`config.mk`:
```
export PLATFORM = sky130hd
export DESIGN_NAME = host_command_mailbox
export DESIGN_NICKNAME = d
export VERILOG_FILES = /design/src/host_mailbox_pkg.sv /design/src/host_command_mailbox.sv
export SDC_FILE = /design/constraint.sdc
export NUM_CORES = 1
export LEC_CHECK = 0
export BUFFER_PORTS_ARGS = -buffer_cell sky130_fd_sc_hd__buf_2
export CORE_MARGIN = 4
export CORE_UTILIZATION = 30
export CTS_BUF_LIST = sky130_fd_sc_hd__clkbuf_8
export CTS_CLUSTER_DIAMETER = 50
export DETAILED_ROUTE_END_ITERATION = 8
export GPL_TIMING_DRIVEN = 0
export HOLD_SLACK_MARGIN = 0.08
export SYNTH_ARGS = -nofsm -noshare
export SYNTH_HDL_FRONTEND = slang
export SYNTH_SLANG_ARGS = --single-unit
```
`constraint.sdc`:
```
create_clock -name clk_i -period 5.3 [get_ports clk_i]
set_input_delay 0 -clock clk_i [delete_from_list [all_inputs] [get_ports clk_i]]
set_output_delay 0 -clock clk_i [all_outputs]
set_load 0.03 [all_outputs]
```
`src/host_mailbox_pkg.sv`:
```
// constants shared by the host-side command mailbox controller
package host_mailbox_pkg;

  // ----------------------------------------------------------------
  // clock and timing
  // ----------------------------------------------------------------
  localparam int unsigned CLK_HZ = 125_000_000;
  localparam int unsigned GRANT_MAX_US = 5000; // longest wait for the grant
  // longest time rounds down to whole cycles
  localparam int unsigned GRANT_MAX_CYC = (CLK_HZ / 1_000_000) * GRANT_MAX_US;
  localparam int unsigned TMR_W = 20;

  // ----------------------------------------------------------------
  // device register byte addresses (16-bit words at even bytes)
  // ----------------------------------------------------------------
  localparam logic [2:0] DEV_IN_CTL = 3'h0;  // input_control_byte
  localparam logic [2:0] DEV_OUT_CTL = 3'h2; // output_control_byte, port byte 3 above
  localparam logic [2:0] DEV_PORT_W4 = 3'h4;
  localparam logic [2:0] DEV_PORT_W6 = 3'h6;
  localparam logic [1:0] STRB_LO = 2'h1;
  localparam logic [1:0] STRB_HI = 2'h2;
  localparam logic [1:0] STRB_WORD = 2'h3;

  // ----------------------------------------------------------------
  // control byte fields
  // ----------------------------------------------------------------
  localparam int IN_GRANT_BIT = 7;  // input_grant_flag
  localparam int IN_IE_BIT = 6;     // input_interrupt_enable
  localparam int IN_REQ_BIT = 5;    // input_request_flag
  localparam int DIR_BIT = 2;
  localparam int OUT_READY_BIT = 7; // output_ready_flag
  localparam int OUT_IE_BIT = 6;
  localparam int OUT_REQ_BIT = 5;   // output_request_flag
  localparam logic [1:0] CMD_BD_IN = 2'h0;
  localparam logic [1:0] CMD_CTL_IN = 2'h1;
  localparam logic [1:0] CMD_LINE_INIT = 2'h3;
  localparam logic [1:0] CMD_BD_OUT = 2'h0;
  localparam logic [1:0] CMD_CTL_OUT = 2'h1;
  localparam logic [1:0] CMD_BUF_OUT = 2'h2;

  // ----------------------------------------------------------------
  // descriptor list entry layout kept in host memory
  // ----------------------------------------------------------------
  // word 2 adds address bits 16-17 and the end flag; length counts words, odd byte up;
  // the status word is zeroed before hand-over
  localparam logic [2:0] DESC_ADDR_LO = 3'h0;
  localparam logic [2:0] DESC_ADDR_HI = 3'h2;
  localparam logic [2:0] DESC_WCOUNT = 3'h4;
  localparam logic [2:0] DESC_STATUS = 3'h6;
  localparam logic [15:0] DST_COUNT_DONE = 16'h0001;
  localparam logic [15:0] DST_RX_EOM = 16'h0002;
  localparam logic [15:0] DST_READY_ERR = 16'hFFFC;
  localparam logic [15:0] DST_NO_MEM = 16'hFFFB;
  localparam int DESC_TERM_BIT = 0;

  // ----------------------------------------------------------------
  // software registers over apb
  // ----------------------------------------------------------------
  localparam logic [11:0] REG_CTRL = 12'h000;
  localparam logic [11:0] REG_PORT_B3 = 12'h004;
  localparam logic [11:0] REG_PORT_W = 12'h008;
  localparam logic [11:0] REG_STATUS = 12'h00C;
  localparam logic [11:0] REG_OUT_CMD = 12'h010;
  localparam logic [11:0] REG_OUT_W = 12'h014;
  localparam int CTRL_GO_BIT = 8;

  typedef enum logic [3:0] {
    S_IDLE = 4'h0,
    S_CHK_FREE = 4'h1,
    S_WR_REQ = 4'h2,
    S_POLL_GRANT = 4'h3,
    S_WR_B3 = 4'h4,
    S_WR_W4 = 4'h5,
    S_WR_W6 = 4'h6,
    S_WR_CLR = 4'h7,
    S_POLL_DONE = 4'h8,
    S_OUT_RD2 = 4'h9,
    S_OUT_RD4 = 4'hA,
    S_OUT_RD6 = 4'hB,
    S_OUT_ACK = 4'hC
  } mbox_state_type;

endpackage

```
`src/host_command_mailbox.sv`:
```
// host-side controller that issues and collects mailbox commands
//
// What this block does
// - input type in low two bits: 00 descriptor, 01 control, 11 line init
// - host writes type and direction, then sets request bit 5; the code writes type, direction and request bit 5 in one write
// - device grants port by setting ready; host writes port only after seeing it
// - host writes all port bytes and zeroes unused ones
// - host clears request after loading port; clearing triggers execution
// - no host writes after clear until device drops input ready
// - device sets output request; host clears it when done with registers
// - host clears output ready to signal completion
// - entry word 0 address low, word 2 address 16-17 and end flag
// - entry word 4 holds length in words, odd byte rounded up
// - host zeroes status word; device writes 1, 2, -4 or -5
// - list ends at a word with bit 0 set
// - host rechecks interrupt enable, which device may clear briefly
`timescale 1ns/100ps
`default_nettype none

module host_command_mailbox
  import host_mailbox_pkg::*;
#(
  parameter int unsigned GRANT_WAIT_CYC = GRANT_MAX_CYC
) (
  // clock and reset
  input wire logic clk_i,
  input wire logic sys_rst_i,
  // apb slave for software
  input wire logic [11:0] paddr_i,
  input wire logic psel_i,
  input wire logic penable_i,
  input wire logic pwrite_i,
  input wire logic [31:0] pwdata_i,
  output logic [31:0] prdata_o,
  output logic pready_o,
  output logic pslverr_o,
  // apb master to the device registers
  output logic [2:0] dev_paddr_o,
  output logic dev_psel_o,
  output logic dev_penable_o,
  output logic dev_pwrite_o,
  output logic [15:0] dev_pwdata_o,
  output logic [1:0] dev_pstrb_o,
  input wire logic [15:0] dev_prdata_i,
  input wire logic dev_pready_i
);

  // ----------------------------------------------------------------
  // state
  // ----------------------------------------------------------------
  mbox_state_type state_q, state_d;
  logic [TMR_W-1:0] tmr_q, tmr_d;
  logic [1:0] type_q, type_d;
  logic dir_q, dir_d, ie_q, ie_d, oie_q, oie_d, go_q, go_d;
  logic [7:0] b3_q, b3_d;
  logic [31:0] pw_q, pw_d;
  logic done_q, done_d, tmo_q, tmo_d, ov_q, ov_d;
  logic [15:0] oc_q, oc_d;
  logic [31:0] ow_q, ow_d;
  logic [31:0] prdata_d;
  logic pslverr_d, pready_q;
  logic [2:0] addr_d;
  logic psel_d, pen_d, pwr_d;
  logic [15:0] wdat_d;
  logic [1:0] strb_d;
  logic xfer_done, busy, done_set, tmo_set, ov_set, go_take;
  logic [7:0] ctl_byte;

  assign xfer_done = dev_psel_o & dev_penable_o & dev_pready_i;
  assign busy = go_q | (state_q inside {S_CHK_FREE, S_WR_REQ, S_POLL_GRANT, S_WR_B3,
                                        S_WR_W4, S_WR_W6, S_WR_CLR, S_POLL_DONE});
  // input control byte image; request bit is added when asking
  assign ctl_byte = {1'b0, ie_q, 2'h0, dir_q, 1'b0, type_q};

  // ----------------------------------------------------------------
  // command sequencer and device bus master
  // ----------------------------------------------------------------
  // one device access per state other than S_IDLE; each access is setup then access until ready
  always_comb begin
    state_d = state_q;
    tmr_d = (state_q == S_POLL_GRANT) ? tmr_q + 1'b1 : '0;
    psel_d = dev_psel_o;
    pen_d = dev_penable_o;
    addr_d = dev_paddr_o;
    pwr_d = dev_pwrite_o;
    wdat_d = dev_pwdata_o;
    strb_d = dev_pstrb_o;
    oc_d = oc_q;
    ow_d = ow_q;
    done_set = 1'b0;
    tmo_set = 1'b0;
    ov_set = 1'b0;
    go_take = 1'b0;
    if (state_q == S_IDLE) begin
      // inbound commands first; otherwise keep polling the output byte
      state_d = go_q ? S_CHK_FREE : S_OUT_RD2;
    end else if (!dev_psel_o) begin
      psel_d = 1'b1;
      pen_d = 1'b0;
      pwr_d = 1'b1;
      strb_d = STRB_LO;
      wdat_d = '0;
      addr_d = DEV_IN_CTL;
      unique case (state_q)
        S_WR_REQ: wdat_d = {8'h00, ctl_byte | 8'(1 << IN_REQ_BIT)};
        S_WR_B3: begin
          addr_d = DEV_OUT_CTL;
          strb_d = STRB_HI;
          wdat_d = {b3_q, 8'h00};
        end
        S_WR_W4: begin
          addr_d = DEV_PORT_W4;
          strb_d = STRB_WORD;
          wdat_d = pw_q[15:0];
        end
        S_WR_W6: begin
          addr_d = DEV_PORT_W6;
          strb_d = STRB_WORD;
          wdat_d = pw_q[31:16];
        end
        S_WR_CLR: wdat_d = {8'h00, ctl_byte};
        S_OUT_ACK: begin
          // ready and request dropped together, enable written from oie_q
          addr_d = DEV_OUT_CTL;
          wdat_d = {8'h00, 8'(oie_q) << OUT_IE_BIT};
        end
        S_OUT_RD2: begin
          pwr_d = 1'b0;
          addr_d = DEV_OUT_CTL;
          strb_d = '0;
        end
        S_OUT_RD4: begin
          pwr_d = 1'b0;
          addr_d = DEV_PORT_W4;
          strb_d = '0;
        end
        S_OUT_RD6: begin
          pwr_d = 1'b0;
          addr_d = DEV_PORT_W6;
          strb_d = '0;
        end
        default: begin
          // the polls read the input control byte as a word
          pwr_d = 1'b0;
          strb_d = '0;
        end
      endcase
    end else if (!dev_penable_o) begin
      pen_d = 1'b1;
    end else if (dev_pready_i) begin
      psel_d = 1'b0;
      pen_d = 1'b0;
      unique case (state_q)
        S_CHK_FREE: begin
          // a command may only start once the last grant has dropped
          if (!dev_prdata_i[IN_GRANT_BIT]) begin
            state_d = S_WR_REQ;
            go_take = 1'b1;
          end else begin
            state_d = S_IDLE;
          end
        end
        S_WR_REQ: state_d = S_POLL_GRANT;
        S_POLL_GRANT: begin
          if (dev_prdata_i[IN_GRANT_BIT]) begin
            state_d = S_WR_B3;
          end else if (tmr_q >= TMR_W'(GRANT_WAIT_CYC)) begin
            // grant overdue: give up and report, request stays with device
            state_d = S_IDLE;
            tmo_set = 1'b1;
          end else if (ie_q && !dev_prdata_i[IN_IE_BIT]) begin
            // enable lost in the device's clearing window: write it again
            state_d = S_WR_REQ;
          end
        end
        S_WR_B3: state_d = S_WR_W4;
        S_WR_W4: state_d = S_WR_W6;
        S_WR_W6: state_d = S_WR_CLR;
        S_WR_CLR: state_d = S_POLL_DONE;
        S_POLL_DONE: begin
          // no further writes until the device ends the input cycle
          if (!dev_prdata_i[IN_GRANT_BIT]) begin
            state_d = S_IDLE;
            done_set = 1'b1;
          end
        end
        S_OUT_RD2: begin
          // an earlier command whose status bit 2 is not yet cleared holds the device off
          if (dev_prdata_i[OUT_READY_BIT] && !ov_q) begin
            oc_d = dev_prdata_i;
            state_d = S_OUT_RD4;
          end else begin
            state_d = S_IDLE;
          end
        end
        S_OUT_RD4: begin
          ow_d[15:0] = dev_prdata_i;
          state_d = S_OUT_RD6;
        end
        S_OUT_RD6: begin
          ow_d[31:16] = dev_prdata_i;
          state_d = S_OUT_ACK;
        end
        S_OUT_ACK: begin
          state_d = S_IDLE;
          ov_set = 1'b1;
        end
        default: state_d = S_IDLE;
      endcase
    end
  end

  always_ff @(posedge clk_i or posedge sys_rst_i) begin
    if (sys_rst_i) begin
      state_q <= S_IDLE;
      tmr_q <= '0;
      dev_psel_o <= 1'b0;
      dev_penable_o <= 1'b0;
      dev_paddr_o <= '0;
      dev_pwrite_o <= 1'b0;
      dev_pwdata_o <= '0;
      dev_pstrb_o <= '0;
      oc_q <= '0;
      ow_q <= '0;
    end else begin
      state_q <= state_d;
      tmr_q <= tmr_d;
      dev_psel_o <= psel_d;
      dev_penable_o <= pen_d;
      dev_paddr_o <= addr_d;
      dev_pwrite_o <= pwr_d;
      dev_pwdata_o <= wdat_d;
      dev_pstrb_o <= strb_d;
      oc_q <= oc_d;
      ow_q <= ow_d;
    end
  end

  // ----------------------------------------------------------------
  // software register file
  // ----------------------------------------------------------------
  // writes land in the access phase; read data is caught in setup so that
  // the zero-wait answer is already stable when pready is seen
  always_comb begin
    logic wr, clr_w;
    wr = psel_i & penable_i & pwrite_i;
    clr_w = wr & (paddr_i == REG_STATUS);
    type_d = type_q;
    dir_d = dir_q;
    ie_d = ie_q;
    oie_d = oie_q;
    b3_d = b3_q;
    pw_d = pw_q;
    go_d = go_q & ~go_take;
    // command fields are frozen while a command is in flight
    if (wr && !busy) begin
      unique case (paddr_i)
        REG_CTRL: begin
          type_d = pwdata_i[1:0];
          dir_d = pwdata_i[DIR_BIT];
          ie_d = pwdata_i[3];
          oie_d = pwdata_i[4];
          go_d = pwdata_i[CTRL_GO_BIT];
        end
        REG_PORT_B3: b3_d = pwdata_i[7:0];
        REG_PORT_W: pw_d = pwdata_i;
        default: ;
      endcase
    end
    // hardware sets win over a simultaneous write-one-to-clear
    done_d = done_set | (done_q & ~(clr_w & pwdata_i[0]));
    tmo_d = tmo_set | (tmo_q & ~(clr_w & pwdata_i[1]));
    ov_d = ov_set | (ov_q & ~(clr_w & pwdata_i[2]));
    prdata_d = prdata_o;
    pslverr_d = 1'b0;
    if (psel_i && !penable_i) begin
      prdata_d = '0;
      unique case (paddr_i)
        REG_CTRL: prdata_d = {23'h0, busy, 3'h0, oie_q, ie_q, dir_q, type_q};
        REG_PORT_B3: prdata_d = {24'h0, b3_q};
        REG_PORT_W: prdata_d = pw_q;
        REG_STATUS: prdata_d = {29'h0, ov_q, tmo_q, done_q};
        REG_OUT_CMD: prdata_d = {16'h0, oc_q};
        REG_OUT_W: prdata_d = ow_q;
        default: pslverr_d = 1'b1;
      endcase
    end
  end

  always_ff @(posedge clk_i or posedge sys_rst_i) begin
    if (sys_rst_i) begin
      type_q <= CMD_BD_IN;
      dir_q <= 1'b0;
      ie_q <= 1'b0;
      oie_q <= 1'b0;
      go_q <= 1'b0;
      b3_q <= '0;
      pw_q <= '0;
      done_q <= 1'b0;
      tmo_q <= 1'b0;
      ov_q <= 1'b0;
      prdata_o <= '0;
      pslverr_o <= 1'b0;
      pready_q <= 1'b0;
    end else begin
      type_q <= type_d;
      dir_q <= dir_d;
      ie_q <= ie_d;
      oie_q <= oie_d;
      go_q <= go_d;
      b3_q <= b3_d;
      pw_q <= pw_d;
      done_q <= done_d;
      tmo_q <= tmo_d;
      ov_q <= ov_d;
      prdata_o <= prdata_d;
      pslverr_o <= pslverr_d;
      pready_q <= 1'b1;
    end
  end

  assign pready_o = pready_q;

  // ----------------------------------------------------------------
  // checks
  // ----------------------------------------------------------------
  logic grant_seen_q, wait_drop_q;
  logic [1:0] port_wr_q;
  always_ff @(posedge clk_i or posedge sys_rst_i) begin
    if (sys_rst_i) begin
      grant_seen_q <= 1'b0;
      wait_drop_q <= 1'b0;
      port_wr_q <= '0;
    end else begin
      if (state_q == S_IDLE) grant_seen_q <= 1'b0;
      else if (xfer_done && state_q == S_POLL_GRANT && dev_prdata_i[IN_GRANT_BIT])
        grant_seen_q <= 1'b1;
      if (state_q == S_WR_REQ) port_wr_q <= '0;
      else if (xfer_done && state_q inside {S_WR_B3, S_WR_W4, S_WR_W6})
        port_wr_q <= port_wr_q + 2'h1;
      if (xfer_done && state_q == S_WR_CLR) wait_drop_q <= 1'b1;
      else if (state_q == S_IDLE) wait_drop_q <= 1'b0;
    end
  end
endmodule

`default_nettype wire

```
==> results.md <==
* Slew @ Worst Pin at 1.192 ns
* Final wirelength at 24260 um
* Die H at 173.6 um
* Slew Viols, Final at 0
* CTS Buf Count at 17
* Final worst slack at 2.736 ns
* Initial core utilization at 30.52%
* CP endpoint kind: register
* Setup TNS at 0 ns
* Row cnt at 60
* Max-cap violation count at 0
* Synth Flop Type: dfrtp_1
* Ant diodes at 0
* Gate count after technology mapping at 705
* I/O pin count at 124
* Setup WS pre-CTS at 2.856 ns
* Worst Path Arrival at 2.92 ns
* Final GP Congestion at 0.8461
* IO Port Bufs at 120
* Worst-Skew Late Latency at 0.47 ns
* Total GRT Usage at 16.03%
* Syn avg cell area at 11.67 um2
* CP required at 5.66 ns
* Max Root-Sink Buffers at 2
* Drt pass-1 iters at 7
* Critical path class: register to register
* Fin util at 38.06%
* Layout Area Growth over Synthesis at 24.72%
* Core area at 26950 um2
* Relative slew slack at 19.92%
* Post-route ant nets at 0
* HPWL Detailed at 17970 um
* Initial drt markers at 585
* Post-Syn Area at 8224 um2
* Share of cells above drive strength 1 at 30.95%
* H-tree depth at 4
* Sequential share of the synthesized area at 54.16%
* Placed cell count at 1167
* Post-synthesis async set-or-reset flop share at 100.0%
* # resized after CTS at 0
* Number of synthesis warnings at 0
* Unrepaired setup endpoints after global routing: no
* Netlist cell types at 57
* Tcrit/Tclk final at 48.37%
* Status: finished clean
* Worst vdd ir at 163.9 uV
* Grt ovf at 0
* EDFF count, synth at 0
* Layout Skew at 0.01816 ns
* Antenna violations before repair at 1
* Leakage power at 4.739 nW
* Commonest non-fill, non-tap cells in the layout: dfrtp_1, buf_2, nand2_1
* P per Cell Area at 349.9 nW/um2
* Flop and latch count out of synthesis at 178
* Type of origin of the critical path: register
* CTS Sinks at 178
* Largest net degree at the start of global routing at 107
* DRC Markers at 0
* Reg clk slew, reported paths at 0.10 ns
* Worst Path Max Fanout at 8
* Fin crit period at 2.564 ns
* Fin cells at 1252
* Most common cell after layout, fill and taps aside: dfrtp_1
* Mapped Nets at 773
* Via count at 6363
* Post-DR wirelength/cell at 19.38 um
* DIE AREA at 30130 um2
* CTS tree: built
* F_max at 390.1 MHz
* First-pass GRT wire length at 37930 um
* Fin nets at 966
* Vias in the first global route at 6545
* Final Setup Violations at 0
* Die X at 173.6 um
* Root buffer cell: clkbuf_8
* Hold Path Class: input port to register
* Final Hold Vio Count at 0
* Vias per cell at 5.082
## state kept, by name (all words and copies together), names as in the netlist, 2 cells and up
name          flops
b3_q              8
dev_paddr_o       2
dev_pstrb_o       2
dev_pwdata_o     16
oc_q             16
ow_q             32
prdata_o         32
pw_q             32
state_q           4
tmr_q            20
type_q            2
## critical path: stages, from the launching register on
cell,delay [ns]
dfrtp_1,0.48
or3_1,0.38
buf_2,0.15
nand2_1,0.06
a21o_1,0.17
nor2_1,0.09
and2_1,0.16
buf_4,0.17
a22o_1,0.23
dlygate4sd3_1,0.55
## area by class of cell
class	count	area, um2
inverters	13	56.30
clock buffers	18	247.7
fillers	2592	16690
repair buffers	174	1159
flip-flops and latches	178	4454
plain buffers	42	207.7
multi-input cells	472	3513
clock inverters	14	192.7
well taps	341	426.7
## worst paths after layout
check,startpoint,to,slack (ns),depth (start not counted)
worst min register to register,prdata_o[28],prdata_o[28],0.49,2
min in group asynchronous,sys_rst_i,tmr_q[13],0.20,3
max in group asynchronous,sys_rst_i,prdata_o[9],4.22,4
worst max-delay path,state_q[0],go_q,2.74,9
worst min-delay path,pwrite_i,ov_q,0.13,5
worst max register to register,state_q[0],go_q,2.74,9
## cell usage after synthesis, drive strengths merged (3+ instances only)
cell type,instances,share of area [%]
dfrtp,178,54
mux2,97,15
nand2,70,3.3
o21ai,57,3.5
nor2,44,2.0
a22oi,39,3.6
clkbuf,26,1.2
a22o,24,2.6
buf,16,1.3
nor3,16,1.4
a21oi,15,0.91
nand3,15,0.97
inv,13,0.59
mux2i,10,1.2
xor2,9,0.96
xnor2,8,0.85
a222oi,5,0.61
nand4,5,0.38
nor2b,5,0.38
and3,4,0.30
nor4,4,0.53
or3,4,0.30
a211oi,3,0.27
a21o,3,0.27
a32oi,3,0.32
nand2b,3,0.23
## through the flow
| stage | total power, mW | hold slack [ns] | instance area [um2] |
|---|---|---|---|
| floorplan | 2.293 | 0.1397 | 8224 |
| global placement | 2.531 | 0.2331 | 9251 |
| detailed placement | 2.551 | 0.2069 | 9286 |
| CTS | 3.627 | 0.1074 | 10260 |
| global route | 3.792 | 0.1635 | 10260 |
| finish | 3.589 | 0.1314 | 10260 |
## report_power, final
| part | internal [mW] | switching (mW) |
|---|---|---|
| logic | 0.353 | 0.506 |
| registers | 1.57 | 0.129 |
| clock network | 0.495 | 0.539 |
## what timing repair did
item,4_1_cts,5_1_grt
hold buffers,53,0
setup endpoints to repair,0,0
setup buffers,0,0
endpoints found under the hold margin,206,0
## routing by layer
metal / vias to the layer above / wire length [um] / global-route usage (%) / part of all wire, %
met3: 29 / 1359 / 3.642 / 5.6
met5: - / 13 / 0 / 0.054
met1: 3170 / 11380 / 22.62 / 47
met4: 2 / 348 / 3.860 / 1.4
met2: 225 / 11170 / 25.23 / 46
li1: 2937 / - / - / -
## logic make-up (layout without fill, tap and decap cells)
family,Yosys count,after routing,share of synthesized area [%]
AND/OR/NAND/NOR,180,180,10.74
flip-flops,178,178,54.16
AO/OA/AOI/OAI,164,164,13.68
multiplexers,107,107,16.10
buffers and inverters,55,261,3.119
XOR/XNOR,17,17,1.811
adder cells (fa/ha/maj),2,2,0.3042
other,2,2,0.09132
Power figures use the tool's default switching activity.
